[src/verilog/bus_req_cfg.svh]
// constants for the request-phase address block
// assumes inclusion by bare name from design files
`ifndef BUS_REQ_CFG_SVH
`define BUS_REQ_CFG_SVH
`define ADDR_HI_BIT     35
`define ADDR_LO_BIT     3
`define ADDR_W          33
`define A20_IDX         17
`define AP_HI_LO        21
`define CFG_ADDR_PARITY_ERR_N_EN_IDX 0
`define CFG_RESET_VAL   33'h000000000
`define SYNC_RESET_VAL  3'h7
`endif

[src/verilog/bus_req_pkg.sv]
// types for the request-phase address block
// assumes bus_req_cfg.svh is found on the include path
`include "bus_req_cfg.svh"
package bus_req_pkg;
	typedef logic [`ADDR_W-1:0] addr_t;	// line 0 is address bit 3
	typedef struct packed {
		logic  valid;	// request wanted
		addr_t addr;	// physical address 35:3
		addr_t ttype;	// type info for the next cycle
	} req_t;
	typedef enum logic [1:0] {
		ST_IDLE = 2'b00,
		ST_ADDR = 2'b01,
		ST_TYPE = 2'b11
	} req_state_t;
endpackage

[src/verilog/pin_sync3.sv]
// three-flop synchroniser with agreement check
// assumes one clock, async active-low reset
`timescale 1ns/100ps
module pin_sync3 #(
	parameter logic RESET_VAL = 1'b1
) (
	// clock and reset
	input  wire logic core_clk,
	input  wire logic arst_n,
	// pin side
	input  wire logic pin_in,
	// core side
	output logic      level
);
	logic s1;	// metastable stage, read only by s2
	logic s2;	// second stage
	logic s3;	// third stage
	// shift chain
	always_ff @(posedge core_clk or negedge arst_n) begin
		if (!arst_n) begin
			s1 <= RESET_VAL;
			s2 <= RESET_VAL;
			s3 <= RESET_VAL;
		end else begin
			s1 <= pin_in;
			s2 <= s1;
			s3 <= s2;
		end
	end
	// change counts once stage two and three agree
	always_ff @(posedge core_clk or negedge arst_n) begin
		if (!arst_n) begin
			level <= RESET_VAL;
		end else if (s2 == s3) begin
			level <= s3;
		end
	end
endmodule

[src/verilog/bus_req_addr.sv]
// request-phase address, parity, reset strap, error abort, trip
// assumes core_clk is the bus clock and the pad wire is resolved outside
`timescale 1ns/100ps
`include "bus_req_cfg.svh"
module bus_req_addr
	import bus_req_pkg::*;
(
	// clock and reset
	input  wire logic  core_clk,
	input  wire logic  arst_n,
	// core request side
	input  wire req_t  req,
	output logic       req_ready,
	output logic       req_abort,
	output logic       new_txn,
	// address pins, low active
	input  wire addr_t addr_in_n,
	output addr_t      addr_out_n,
	output logic       addr_oe,
	// strobe pin
	input  wire logic  addr_strobe_in_n,
	output logic       addr_strobe_out_n,
	output logic       addr_strobe_oe,
	// parity pins
	output logic [1:0] addr_parity_n,
	output logic       addr_parity_oe,
	// error and mask pins
	input  wire logic  addr_parity_err_n,
	input  wire logic  addr_bit20_mask_n,
	// power-on configuration
	input  wire logic  bus_reset_n,
	output addr_t      poc_cfg,
	// thermal
	input  wire logic  overheat,
	input  wire logic  core_rail_ok,
	input  wire logic  term_rail_ok,
	output logic       overheat_trip_n,
	output logic       overheat_trip_oe
);
	// ------------------------------------------------------------
	// helpers
	// ------------------------------------------------------------
	// parity of low-active lines: high when even number are low
	function automatic logic par_n(input logic [`ADDR_W-1:0] v,
		input logic [`ADDR_W-1:0] m);
		par_n = ~^(~v & m);
	endfunction
	localparam addr_t HI_MASK = {{12{1'b1}}, {21{1'b0}}};
	localparam addr_t LO_MASK = {{12{1'b0}}, {21{1'b1}}};

	// ------------------------------------------------------------
	// synchronised pins
	// ------------------------------------------------------------
	logic mask_n_s;	// address-20 mask, synchronised
	logic rst_n_s;	// bus reset, synchronised
	logic rst_n_d;	// previous reset level
	pin_sync3 #(.RESET_VAL(1'b1)) u_mask (
		.core_clk (core_clk),
		.arst_n   (arst_n),
		.pin_in   (addr_bit20_mask_n),
		.level    (mask_n_s)
	);
	pin_sync3 #(.RESET_VAL(1'b0)) u_rst (
		.core_clk (core_clk),
		.arst_n   (arst_n),
		.pin_in   (bus_reset_n),
		.level    (rst_n_s)
	);
	// rail status comes from the power logic, not from this clock
	logic core_ok_s;	// core rail present, synchronised
	logic term_ok_s;	// termination rail present, synchronised
	pin_sync3 #(.RESET_VAL(1'b1)) u_core_ok (
		.core_clk (core_clk),
		.arst_n   (arst_n),
		.pin_in   (core_rail_ok),
		.level    (core_ok_s)
	);
	pin_sync3 #(.RESET_VAL(1'b1)) u_term_ok (
		.core_clk (core_clk),
		.arst_n   (arst_n),
		.pin_in   (term_rail_ok),
		.level    (term_ok_s)
	);

	// ------------------------------------------------------------
	// power-on configuration strap
	// ------------------------------------------------------------
	// reset edge tracker
	always_ff @(posedge core_clk or negedge arst_n) begin
		if (!arst_n) begin
			rst_n_d <= 1'b0;
		end else begin
			rst_n_d <= rst_n_s;
		end
	end
	// sample lines on reset release, active-high view
	always_ff @(posedge core_clk or negedge arst_n) begin
		if (!arst_n) begin
			poc_cfg <= `CFG_RESET_VAL;
		end else if (rst_n_s && !rst_n_d) begin
			poc_cfg <= ~addr_in_n;
		end
	end
	logic addr_parity_err_n_en;	// parity error observation enabled
	assign addr_parity_err_n_en = poc_cfg[`CFG_ADDR_PARITY_ERR_N_EN_IDX];

	// ------------------------------------------------------------
	// request sequencer
	// ------------------------------------------------------------
	req_state_t state;	// current phase
	req_state_t next_state;	// next phase
	addr_t      ttype_q;	// held type info
	logic       err_hit;	// abort condition
	assign err_hit = addr_parity_err_n_en && !addr_parity_err_n && state != ST_IDLE;
	assign req_ready = (state == ST_IDLE) && rst_n_s;
	// phase choice
	always_comb begin
		next_state = state;
		unique case (state)
			ST_IDLE: if (req.valid && req_ready) next_state = ST_ADDR;
			ST_ADDR: next_state = err_hit ? ST_IDLE : ST_TYPE;
			ST_TYPE: next_state = ST_IDLE;
		endcase
	end
	// phase register
	always_ff @(posedge core_clk or negedge arst_n) begin
		if (!arst_n) begin
			state <= ST_IDLE;
		end else if (!rst_n_s) begin
			state <= ST_IDLE;
		end else begin
			state <= next_state;
		end
	end
	// pin drive, one cycle address then one cycle type unless aborted
	always_ff @(posedge core_clk or negedge arst_n) begin
		if (!arst_n) begin
			addr_out_n        <= '1;
			addr_strobe_out_n <= 1'b1;
			addr_oe           <= 1'b0;
			addr_parity_n     <= 2'h3;
			ttype_q           <= '0;
		end else if (next_state == ST_ADDR) begin
			addr_strobe_out_n <= 1'b0;
			addr_oe           <= 1'b1;
			ttype_q           <= req.ttype;
			// masked address and its parity together
			addr_out_n <= ~masked(req.addr);
			addr_parity_n <= {par_n(~masked(req.addr), HI_MASK),
				par_n(~masked(req.addr), LO_MASK)};
		end else if (next_state == ST_TYPE) begin
			addr_strobe_out_n <= 1'b1;
			addr_out_n        <= ~ttype_q;
		end else begin
			addr_strobe_out_n <= 1'b1;
			addr_oe           <= 1'b0;
			addr_out_n        <= '1;
			addr_parity_n     <= 2'h3;
		end
	end
	// mask bit 20 when the mask is asserted
	function automatic addr_t masked(input addr_t a);
		masked = a;
		if (!mask_n_s) masked[`A20_IDX] = 1'b0;
	endfunction
	assign addr_strobe_oe = addr_oe;
	assign addr_parity_oe = (state == ST_ADDR);
	assign req_abort      = err_hit;
	// any agent's strobe starts a transaction
	logic strobe_d;	// last sampled strobe
	always_ff @(posedge core_clk or negedge arst_n) begin
		if (!arst_n) begin
			strobe_d <= 1'b1;
		end else begin
			strobe_d <= addr_strobe_in_n;
		end
	end
	assign new_txn = strobe_d && !addr_strobe_in_n;

	// ------------------------------------------------------------
	// over-temperature trip
	// ------------------------------------------------------------
	logic trip;	// trip latched
	always_ff @(posedge core_clk or negedge arst_n) begin
		if (!arst_n) begin
			trip <= 1'b0;
		end else if (!core_ok_s && !term_ok_s) begin
			trip <= 1'b0;
		end else if (overheat) begin
			trip <= 1'b1;
		end
	end
	assign overheat_trip_n  = 1'b0;
	assign overheat_trip_oe = trip;

	// ------------------------------------------------------------
	// checks
	// ------------------------------------------------------------
	par_check_a: assert property (@(posedge core_clk) disable iff (!arst_n)
		addr_parity_oe |-> addr_parity_n[1] ==
		par_n(addr_out_n, HI_MASK)) else $error("hi parity wrong");
	par_lo_a: assert property (@(posedge core_clk) disable iff (!arst_n)
		addr_parity_oe |-> addr_parity_n[0] ==
		par_n(addr_out_n, LO_MASK)) else $error("lo parity wrong");
	strobe_par_a: assert property (@(posedge core_clk) disable iff (!arst_n)
		!addr_strobe_out_n |-> addr_parity_oe && addr_oe)
		else $error("parity not with strobe");
	mask_a20_a: assert property (@(posedge core_clk) disable iff (!arst_n)
		(next_state == ST_ADDR && !mask_n_s) |=> addr_out_n[`A20_IDX])
		else $error("bit 20 not masked");
	type_follow_a: assert property (@(posedge core_clk) disable iff (!arst_n)
		(state == ST_ADDR && !err_hit) |=> addr_strobe_out_n &&
		addr_out_n == ~$past(ttype_q)) else $error("type phase");
	strap_cap_a: assert property (@(posedge core_clk) disable iff (!arst_n)
		$rose(rst_n_s) |=> poc_cfg == ~$past(addr_in_n))
		else $error("strap missed");
	abort_en_a: assert property (@(posedge core_clk) disable iff (!arst_n)
		req_abort |-> addr_parity_err_n_en) else $error("abort while disabled");
	abort_idle_a: assert property (@(posedge core_clk) disable iff (!arst_n)
		(req_abort && state == ST_ADDR) |=> state == ST_IDLE)
		else $error("abort ignored");
	trip_off_a: assert property (@(posedge core_clk) disable iff (!arst_n)
		(!core_ok_s && !term_ok_s) |=> !overheat_trip_oe)
		else $error("trip held");
	new_txn_a: assert property (@(posedge core_clk) disable iff (!arst_n)
		(state == ST_ADDR && !addr_strobe_in_n) |-> new_txn)
		else $error("start missed");
	req_c: cover property (@(posedge core_clk) state == ST_TYPE);
	abort_c: cover property (@(posedge core_clk) req_abort);
	trip_c: cover property (@(posedge core_clk) $fell(overheat_trip_oe));
	mask_c: cover property (@(posedge core_clk) addr_strobe_oe && !mask_n_s);
endmodule

[config.mk]
export PLATFORM = sky130hd
export DESIGN_NAME = bus_req_addr
export DESIGN_NICKNAME = d
export VERILOG_FILES = /design/src/verilog/bus_req_pkg.sv /design/src/verilog/pin_sync3.sv /design/src/verilog/bus_req_addr.sv
export VERILOG_INCLUDE_DIRS = /design/src /design/src/verilog
export SDC_FILE = /design/constraint.sdc
export NUM_CORES = 1
export LEC_CHECK = 0
export BUFFER_PORTS_ARGS = -buffer_cell sky130_fd_sc_hd__buf_2
export CORE_ASPECT_RATIO = 1.2
export CORE_MARGIN = 2
export CORE_UTILIZATION = 40
export CTS_BUF_LIST = sky130_fd_sc_hd__clkbuf_4 sky130_fd_sc_hd__clkbuf_8
export CTS_CLUSTER_SIZE = 16
export DETAILED_ROUTE_END_ITERATION = 8
export PLACE_DENSITY = 0.65
export REMOVE_ABC_BUFFERS = 1
export SLEW_MARGIN = 20
export SYNTH_ARGS = -nofsm -noshare
export SYNTH_HDL_FRONTEND = slang
export SYNTH_SLANG_ARGS = --single-unit
[constraint.sdc]
create_clock -name core_clk -period 3.7 [get_ports core_clk]
set_input_delay 0.37 -clock core_clk [delete_from_list [all_inputs] [get_ports core_clk]]
set_output_delay 0.37 -clock core_clk [all_outputs]
set_load 0.05 [all_outputs]
# Word level (Yosys, flattened, before mapping)
# Cells that the tools add are included.
[word_totals] reg_bits=124 in_bits=109 output_inout_bits=77 word_cells=71
[op_classes] n_eq_ne=9 n_mux=15 bitwise_logic=4 n_reduce_logical=17
[ops] operator="$not 33->33" n=4
[ops] operator="$mux 33" n=2
[ops] operator="$reduce_xnor 33->1" n=2
[ops] operator="$mux 2" n=5
[ops] operator="$logic_and 1x1->1" n=7
[ops] operator="$mux 1" n=7
[ops] operator="$pmux 2 s3" n=1
[ops] operator="$logic_not 1->1" n=5
[ops] operator="$eq 1x1->1" n=4
[ops] operator="$eq 2x1->1 const B" n=2
[ops] operator="$eq 2x2->1 const B" n=2
[ops] operator="$reduce_bool 2->1" n=2
[ops] operator="$logic_not 2->1" n=1
[ops] operator="$ne 2x2->1 const B" n=1

# Logic depth before layout (Yosys ltp)
# Gate-level depths: netlist of the first run.
[depth] ltp_word=11 mapped_depth=6 mapped_depth_nobuf=5

# Hierarchy
# A second synthesis of the first run with hierarchy kept.
[hier_totals] hier_cells=335 hier_area_um2=4629.4
[by_module_without_submodules] mod="bus_req_addr" instances=1 cells_each=315 area_per_inst_um2=4169.0 seq_area_each_um2=2748.9
[by_module_without_submodules] mod="pin_sync3 (u_core_ok ...)" instances=3 cells_each=5 area_per_inst_um2=116.4 seq_area_each_um2=105.1
[by_module_without_submodules] mod="pin_sync3 (u_rst)" instances=1 cells_each=5 area_per_inst_um2=111.4 seq_area_each_um2=100.1

# Least setup slack after synthesis of the first run
# No wires, ideal clock.
[synth_path] kind="reg-to-reg" startpoint="reg poc_cfg[0]" endpoint="reg addr_out_n[17]" setup_ns=0.081 arrival_time_ns=2.586 t_required_ns=3.619 setup_slack_ns=1.034 stages_incl_launch_ff=6 path_buffers=2 synth_period_minus_slack_ns=2.666 cell_sequence="dfrtp_1 nor3b_1 nor2b_1 buf_2 buf_1 a32oi_1"
[synth_via] elab_chain_len=7 elab_cells_between_ends=8 classes_between="eq/ne (2); mux (4); reduce/logical (2)"
[synth_lines] item="start: declaration" line="bus_req_addr.sv:32" text="output addr_t poc_cfg,"
[synth_lines] item="start signal: assignment" line="bus_req_addr.sv:99" text="poc_cfg <= `CFG_RESET_VAL;"
[synth_lines] item="start signal: assignment" line="bus_req_addr.sv:101" text="poc_cfg <= ~addr_in_n;"
[synth_lines] item="$logic_and 1x1->1 * (2 in series)" line="bus_req_addr.sv:114" text="assign err_hit = addr_parity_err_n_en && !addr_parity_err_n && state != ST_IDLE;"
[synth_lines] item="via req_abort" line="bus_req_addr.sv:14" text="output logic req_abort,"
[synth_lines] item="$mux 2 *" line="bus_req_addr.sv:121" text="ST_ADDR: next_state = err_hit ? ST_IDLE : ST_TYPE;"
[synth_lines] item="$pmux 2 s3 *" line="bus_req_addr.sv:119" text="unique case (state)"
[synth_lines] item="$eq 2x2->1" line="bus_req_addr.sv:151" text="end else if (next_state == ST_TYPE) begin"
[synth_lines] item="$mux 33" line="bus_req_addr.sv:151"
[synth_lines] item="$mux 33 *" line="bus_req_addr.sv:143" text="end else if (next_state == ST_ADDR) begin"
[synth_lines] item="end signal: assignment" line="bus_req_addr.sv:148" text="addr_out_n <= ~masked(req.addr);"
[synth_lines] item="end signal: assignment" line="bus_req_addr.sv:153" text="addr_out_n <= ~ttype_q;"
[synth_lines] item="end: declaration" line="bus_req_addr.sv:18" text="output addr_t addr_out_n,"
# Mark *: on every way through the listed nets, which the timed path passes. The rest lies on a longest branch.
# A chain may end at the register's enable or synchronous reset.

# Final worst setup path of the first run
[layout_path] startpoint="reg state[1]" endpoint="reg ttype_q[11]"
[layout_via] elab_chain_len=6 elab_cells_between_ends=11 classes_between="eq/ne (3); mux (3); reduce/logical (5)"
[layout_lines] item="start: declaration" line="bus_req_addr.sv:110" text="req_state_t state;"
[layout_lines] item="start signal: assignment" line="bus_req_addr.sv:132" text="state <= next_state;"
[layout_lines] item="$logic_not 2->1" line="bus_req_addr.sv:115, bus_req_addr.sv:119"
[layout_lines] item="$logic_and 1x1->1" line="bus_req_addr.sv:115" text="assign req_ready = (state == ST_IDLE) && rst_n_s;"
[layout_lines] item="$logic_and 1x1->1" line="bus_req_addr.sv:120" text="ST_IDLE: if (req.valid && req_ready) next_state = ST_ADDR;"
[layout_lines] item="$mux 2" line="bus_req_addr.sv:120"
[layout_lines] item="$pmux 2 s3 *" line="bus_req_addr.sv:119"
[layout_lines] item="$eq 2x1->1 *" line="bus_req_addr.sv:143"
[layout_lines] item="end signal: assignment" line="bus_req_addr.sv:146" text="ttype_q <= req.ttype;"
[layout_lines] item="end: declaration" line="bus_req_addr.sv:112" text="addr_t ttype_q;"
# Mark *: on every way between the ends. The rest lies on a longest branch, timed or not.

==> impl_metrics.toml, run 1 <==
[run_status]
status = "complete, no violations"

[yosys]
syn_inst = 332
yosysWarnings = 0
ys_ff_latch = 124
netlist-cell-type-count = 26
syn_area_mm2 = 0.00460
seq_area_frac_synth_pct = 68.7
synth.avg_cell_area_um2 = 13.9

[hold_path]
hold_path_class = "input port to flip-flop"

[global_route]
grt-ovfl-total = 0
grt_pass1_wl_um = 15700
antenna_found_initial = 0
grt_start_max_net_pins = 67
grt_pass1_vias = 3213
grt_usage_pct = 16.9

[critical_path]
cp_slowest_cell = "and3_2"
crit_arrival_ps = 2510
critical_path_required_ps = 4000
slowest_delay_ps = 540
path_cells = "nor2_1 -> and3_2 -> buf_4 -> mux2_2"
path_class = "flip-flop to flip-flop"
cp_max_fo = 46
end_kind = "flip-flop"
cp-start-kind = "flip-flop"

[cts]
numCtsBuffers = 17
ctsResizeCount = 0
clk_pin_slew_worst_paths_ps = 70
cts_tree = "done"
clock_tree.root_cell = "clkbuf_8"
holdBufCountCts = 1
clk_path_buf_depth = 2
post_cts_buffers = 0
worstSkewPairLatency_ps = 430
clock_sinks = 124
htree_levels = 4

[drt]
drc = 0
wl_um = 10000
ant_nets = 0
wl_per_cell_um = 14.6
drt-pass1-iter-count = 4
vias_per_cell = 4.64
drt-initial-drc-count = 97
vias = 3188

[layout]
fin_nets = 629
area_delta_synth_final_pct = 33.2
final_common_cell = "buf_2"
final_util_pct = 55.0
drive_gt1_share_pct = 57.0
final_cell_mix = "183 x buf_2, 75 x dfrtp_1, 49 x dfstp_2"
n_antenna_cell = 0

[floorplanning]
core_mm2 = 0.0111
rows = 42
die_h_um = 122
die_width_um = 102
die-area_mm2 = 0.0124
start_util_pct = 41.3
io_pins = 186

[sta]
maxSlewHeadroom_pct = 33.0
clock_skew_ps = 8.88
slew_viol_final = 0
final.period_utilization_pct = 59.5
tightest_slew_ps = 1000
period_minus_slack_ps = 2200
finalHoldViolCount = 0
fin_tns_setup_ps = 0
finalSetupViolCount = 0
max_freq_mhz = 454
rsz0062_at_grt = "false"

[power_and_ir_drop]
ir_drop_v = 0.000307
p_per_area_mw_per_mm2 = 715
leakagePower_nw = 2.79

[place]
dp_hpwl_um = 7150
gp_congestion = 0.782
io_buffer_count = 184

[run]
drv_cap = 0
-- registers in the layout (all words and copies together) (netlist names), 2 cells and up --
signal	flops
state	2
addr_parity_n	2
ttype_q	33
addr_out_n	33
poc_cfg	33
-- cell usage after synthesis, drive strengths merged --
cell / number / area, um2
and3: 1 / 6.26
clkbuf: 10 / 37.5
mux2: 33 / 372
and2: 1 / 6.26
buf: 11 / 55.0
o21ai: 33 / 165
a32oi: 1 / 8.76
nor2b: 6 / 37.5
xnor2: 26 / 228
conb: 1 / 3.75
o21a: 2 / 15.0
a22oi: 32 / 240
nor2: 1 / 3.75
nor3b: 1 / 7.51
xnor3: 1 / 22.5
nand2b: 1 / 6.26
dfstp: 49 / 1290
inv: 1 / 3.75
a21oi: 2 / 10.0
maj3: 4 / 40.0
dfrtp: 75 / 1880
xor2: 3 / 26.3
nand2: 36 / 135
o22a: 1 / 8.76
-- per-stage QoR --
stage | power (mW) | hold slack (ps) | cells | cell area [um2] | setup WS [ps]
6_report | 4.38 | 49.2 | 687 | 6130 | 1500
5_1_grt | 4.61 | 2.59 | 687 | 6130 | 1360
4_1_cts | 4.44 | 0.0318 | 685 | 6110 | 1500
3_5_place_dp | 3.12 | 337 | 652 | 5660 | 1520
3_3_place_gp | 3.09 | 335 | 652 | 5660 | 1590
2_1_floorplan | 2.78 | 74.4 | 311 | 4510 | 501
-- metal layers --
metal / vias up / track usage (%) / wire length [um]
met5: - / 0 / 0
met4: 0 / 6.75 / 152
met3: 11 / 6.57 / 550
met2: 93 / 27.4 / 5290
met1: 1567 / 20.2 / 4050
li1: 1517 / - / -
-- cells by family (layout without fill, tap and decap cells) --
kind of cell               after synthesis  count (layout)  share of synthesized area (%)
DFF                                    124             124                           68.7
AOI/OAI and AO/OA                       71              71                           9.73
and+or+nand+nor                         47              47                           4.40
muxes                                   33              33                           8.07
xor gates and xnor gates                30              30                           6.01
buffers and inverters                   22             223                           2.09
adders and majority gates                4               4                          0.870
other                                    1               1                         0.0815
-- final cells by class --
| class | count | area, um2 |
|---|---|---|
| fill | 992 | 5010 |
| inverter | 1 | 3.75 |
| sequential | 124 | 3160 |
| timing repair buffer | 190 | 976 |
| clock inverter | 14 | 194 |
| multi-input combinational | 186 | 1350 |
| clock buffer | 18 | 248 |
| tap | 154 | 193 |
-- path summary, 6_finish.rpt --
path                                       start  slack [ps]      endpoint  cells past startpoint
worst max-delay path                    state[1]        1500   ttype_q[11]                      4
worst min-delay path            addr_strobe_in_n          50      strobe_d                      1
worst max register to register          state[1]        1500   ttype_q[11]                      4
worst min register to register      u_core_ok.s1         360  u_core_ok.s2                      0
max in group asynchronous                 arst_n        2300   ttype_q[29]                      3
min in group asynchronous                 arst_n         420    poc_cfg[1]                      2
-- worst max-delay path, delay by kind of cell, from the launching register on --
family,cells,cell delay [ps]
and+or+nand+nor,2,730
muxes,1,400
buffers and inverters,1,530
DFF,1,390
-- report_power, final --
group / switching (mW) / internal [mW]
clock network: 0.539 / 0.754
registers: 0.135 / 1.70
logic: 0.875 / 0.381
total: 1.55 / 2.83
Power figures use the tool's default switching activity.
==> run 2, diff against run 1 <==
Clock period 3.7 ns to 2.09 ns, I/O delays scaled along.
==> run 2 against run 1 <==
  * Clock skew grew 3.3 ps
  * Die area is the same
  * Worst setup slack lost 1300 ps
  * Via count grew 14%
  * Highest routed layer unchanged
  * Worst hold slack lost 23 ps
  * Critical path depth shrank 1
  * Utilization grew 9.5 points
  * Critical endpoint is now req_abort
==> impl_metrics.toml, run 2 (synthesis results as in run 1) <==
[critical_path]
crit_family = "simple AND/OR/NAND/NOR gates"
slowest_delay_ps = 380
cp-start-kind = "flip-flop"
cp.buffers_inverters = 1
cp_slowest_cell = "nor3b_1"
path_cells = "nor2_1 -> nor3b_1 -> buf_2"
cp_max_fo = 3
critical_path_required_ps = 1880
crit_arrival_ps = 1640
end_kind = "primary output"
path_class = "flip-flop to primary output"

[sta]
finalSetupViolCount = 0
clock_skew_ps = 12.2
maxSlewHeadroom_pct = 32.8
worst_slack_ps = 240
period_minus_slack_ps = 1850
finalHoldViolCount = 0
max_freq_mhz = 541
slew_viol_final = 0
tightest_slew_ps = 1010
final.period_utilization_pct = 88.5
rsz0062_at_grt = "false"

[power_and_ir_drop]
p_sw_share_pct = 35.0
p_int_mw = 5.14
clockPowerShare_pct = 28.4
leakagePower_nw = 3.23
switching_power_mw = 2.77
ir_drop_v = 0.000543
p_comb_share_pct = 30.5
p_per_area_mw_per_mm2 = 1100
pwr-share-seq_pct = 41.2
total_power_mw = 7.91

[drt]
drt-pass1-iter-count = 4
drc = 0
ant_nets = 0
vias_per_cell = 4.60
wl_per_cell_um = 14.7
wl_um = 11600
drt-initial-drc-count = 108
vias = 3640

[layout]
area_delta_synth_final_pct = 56.3
fin_nets = 732
final_util_pct = 64.6
final_common_cell = "buf_2"
drive_gt1_share_pct = 48.0
final_cells = 791
final_cell_mix = "183 x buf_2, 105 x dlygate4sd3_1, 75 x dfrtp_1"
top_regs = "addr_out_n: 33 flops, poc_cfg: 33 flops, ttype_q: 33 flops"

[run]
drv_cap = 0

[cts]
cts_tree = "done"
htree_levels = 4
worstSkewPairLatency_ps = 440
clock_sinks = 124
clock_tree.root_cell = "clkbuf_8"
clk_pin_slew_worst_paths_ps = 80
numCtsBuffers = 17
clk_path_buf_depth = 2

[global_route]
grt_usage_pct = 20.1
grt-ovfl-total = 0
grt_pass1_wl_um = 18800
antenna_found_initial = 1
grt_pass1_vias = 3980
grt_start_max_net_pins = 74

[hold_path]
hold_path_class = "input port to flip-flop"

[floorplanning]
die_width_um = 102
core_mm2 = 0.0111
rows = 42
start_util_pct = 41.3
die_h_um = 122
die-area_mm2 = 0.0124
io_pins = 186

[place]
post-place-ws_ps = 303
dp_cells = 653
io_buffer_count = 184
gp_congestion = 0.753
dp_hpwl_um = 7200

[run_status]
status = "complete, no violations"
==> run 2: power by group through the flow <==
| stage | sequential (mW) | clock [mW] | combinational [mW] |
|---|---|---|---|
| after floorplan | 4.24 | 0 | 0.675 |
| after global placement | 3.27 | 0 | 2.23 |
| after detailed placement | 3.29 | 0 | 2.26 |
| after CTS | 3.25 | 2.31 | 2.41 |
| after global routing | 3.32 | 2.42 | 2.56 |
| final | 3.26 | 2.24 | 2.41 |
==> run 2: worst paths after layout <==
kind	cells after the start	endpoint	startpoint	slack [ps]
setup / recovery	3	req_abort	state[1]	240
hold / removal	2	ttype_q[2]	req[2]	30
setup reg to reg	5	addr_parity_n[1]	state[1]	320
hold reg to reg	0	u_term_ok.s2	u_term_ok.s1	360
max in group asynchronous	3	addr_out_n[30]	arst_n	1180
min in group asynchronous	2	poc_cfg[1]	arst_n	170
==> run 2: layout make-up <==
cell class | count | area [um2]
Fill cell | 881 | 3950
Clock inverter | 10 | 139
Antenna cell | 1 | 2.50
Clock buffer | 22 | 297
Sequential cell | 124 | 3160
Multi-Input combinational cell | 186 | 1350
Timing Repair Buffer | 293 | 2040
Tap cell | 154 | 193
Inverter | 1 | 3.75
==> run 2: repair_timing <==
| item | CTS | global route |
|---|---|---|
| setup buffers | 0 | 0 |
| gates resized for setup | 0 | 0 |
| hold buffers | 105 | 0 |
| hold endpoints to repair | 148 | 0 |
==> run 2: metrics by stage <==
stage / hold WS [ps] / area (um2) / TNS [ps]
after floorplan: -86.6 / 4510 / -53700
after global placement: 78.4 / 5710 / 0
after detailed placement: 84.2 / 5710 / 0
after CTS: 1.95 / 7190 / 0
after global routing: 4.04 / 7190 / 0
final: 25.8 / 7190 / 0
==> run 2: worst register-to-register path, cell delays in order, from the launching register on <==
cell,delay (ps)
dfrtp_1,400
nor2_1,170
nor3b_1,110
nor2b_4,710
nor2b_1,250
a21oi_1,50
==> run 2: routing by layer <==
metal	global-route usage [%]	routed length (um)	vias to the layer above
li1	-	-	1724
met1	22.8	4420	1764
met2	33.5	6180	119
met3	6.62	626	33
met4	10.3	399	0
met5	0	0	-
==> run 3, diff against run 2 <==
Settings changed: HOLD_SLACK_MARGIN set to 0.08.
==> run 3 against run 2 <==
  * Wire length increased by 1.1%
  * Clock skew about the same
  * Critical path type unchanged
  * Worst hold slack improved by 140 ps
  * Cell area increased by 0.14%
  * Via count increased by 0.33%
  * Critical path depth unchanged
  * First-iteration DRC count decreased by 10%
  * Register-to-register slack about the same
  * Cell count increased by 0.13%
  * Largest cell class unchanged
  * Clock-buffer cell count unchanged
  * Sequential power about the same
  * Clock power about the same
==> impl_metrics.toml, run 3 (synthesis results as in run 1) <==
[critical_path]
reg2reg_slack_ps = 310
cp_max_fo = 3
end_kind = "primary output"
cp-start-kind = "flip-flop"
path_class = "flip-flop to primary output"
reg2reg_from = "state[1]"
crit_arrival_ps = 1640
reg2regPathDepth = 5
critical_path_required_ps = 1880
r2r_end = "addr_parity_n[1]"

[run_status]
status = "complete, no violations"

[drt]
wl_per_cell_um = 14.8
drt-initial-drc-count = 97
ant_nets = 0
wl_um = 11700
drc = 0
drt-pass1-iter-count = 4
vias_per_cell = 4.61
vias = 3652

[layout]
final_cell_mix = "183 x buf_2, 106 x dlygate4sd3_1, 75 x dfrtp_1"
drive_gt1_share_pct = 47.9
fin_nets = 733
num-fill-cells = 886
design_area_mm2 = 0.00720
top_regs = "addr_out_n: 33 flops, poc_cfg: 33 flops, ttype_q: 33 flops"
register_area_mm2 = 0.00316
area_delta_synth_final_pct = 56.5
multi_input_area_mm2 = 0.00135
final_common_cell = "buf_2"

[cts]
post_cts_buffers = 0
worstSkewPairLatency_ps = 440
clk_path_buf_depth = 2
numCtsBuffers = 17
cts_tree = "done"
clock_tree.root_cell = "clkbuf_8"
clock_sinks = 124
htree_levels = 4
clk_pin_slew_worst_paths_ps = 80

[power_and_ir_drop]
switching_power_mw = 2.77
pwr-share-seq_pct = 41.2
p_sw_share_pct = 35.0
p_per_area_mw_per_mm2 = 1100
p_comb_share_pct = 30.5
leakagePower_nw = 3.23
ir_drop_v = 0.000543
p_int_mw = 5.14
clockPowerShare_pct = 28.3

[place]
dp_hpwl_um = 7200
placed_area_mm2 = 0.00571
io_buffer_count = 184
gp_congestion = 0.753

[global_route]
grt_pass1_vias = 4002
grt_start_max_net_pins = 74
antenna_found_initial = 1
grt_pass1_wl_um = 18900
grt-ovfl-total = 0
grt_usage_pct = 20.3

[sta]
clock_skew_ps = 12.5
rsz0062_at_grt = "false"
maxSlewHeadroom_pct = 32.9
max_freq_mhz = 540
finalSetupViolCount = 0
period_minus_slack_ps = 1850
final.period_utilization_pct = 88.6
fin_tns_setup_ps = 0
slew_viol_final = 0
tightest_slew_ps = 1010
hold_ws_ps = 168
finalHoldViolCount = 0

[floorplanning]
die-area_mm2 = 0.0124
die_width_um = 102
core_mm2 = 0.0111
start_util_pct = 41.3
die_h_um = 122
rows = 42
io_pins = 186

[run]
drv_cap = 0

[hold_path]
hold_path_class = "input port to asynchronous set/reset pin"
## run 3: changes by cell type in the layout (fill, tap and decap cells not counted)
| cell | previous run | this run |
|---|---|---|
| dlygate4sd3_1 | 105 | 106 |
## run 3: per-layer routing
layer	up-vias	routed length [um]	track usage [%]
met5	-	0	0
met4	0	483	11.8
met3	37	608	6.34
met2	122	6200	33.5
met1	1767	4460	22.9
li1	1726	-	-
## run 3: power groups by stage
stage          logic, mW  registers [mW]  clock network [mW]
2_1_floorplan      0.675            4.24                   0
3_5_place_dp        2.26            3.29                   0
3_3_place_gp        2.23            3.27                   0
4_1_cts             2.42            3.25                2.31
6_report            2.41            3.26                2.24
5_1_grt             2.57            3.32                2.42
## run 3: final cells by class
type                       count  area share [%]
tap                          154            2.67
inverter                       1          0.0521
antenna                        1          0.0347
clock inverter                10            1.93
multi-input combinational    186            18.8
timing repair buffer         294            28.5
clock buffer                  22            4.12
sequential                   124            43.9
## run 3: repair_timing
| item | CTS | global route |
|---|---|---|
| resized for setup | 0 | 0 |
| hold buffers | 106 | 0 |
| endpoints found under the hold margin | 181 | 0 |
## run 3: worst max-delay path, cell delays in order (launching register included)
cell	delay, ps
dfrtp_1	370
nor2_1	70
nor3b_1	380
buf_2	370
## run 3: worst max-delay path by stage
| stage | start | endpoint | slack [ps] | depth (start not counted) |
|---|---|---|---|---|
| 2_1_floorplan | poc_cfg[0] | addr_parity_n[0] | -1110 | 4 |
| 3_3_place_gp | state[1] | addr_parity_n[1] | 370 | 5 |
| 3_5_place_dp | state[1] | addr_parity_n[1] | 300 | 5 |
| 4_1_cts | state[1] | req_abort | 180 | 3 |
| 5_1_grt | state[1] | req_abort | 110 | 3 |
| 6_report | state[1] | req_abort | 240 | 3 |
## run 3: through the flow
step	power, mW	util [%]	instances	worst slack (ps)
after floorplan	4.91	-	311	-1110
after global placement	5.49	51.2	653	373
after detailed placement	5.55	51.2	653	303
after CTS	7.98	64.6	791	176
after global routing	8.30	64.7	792	107
final	7.92	64.7	792	239
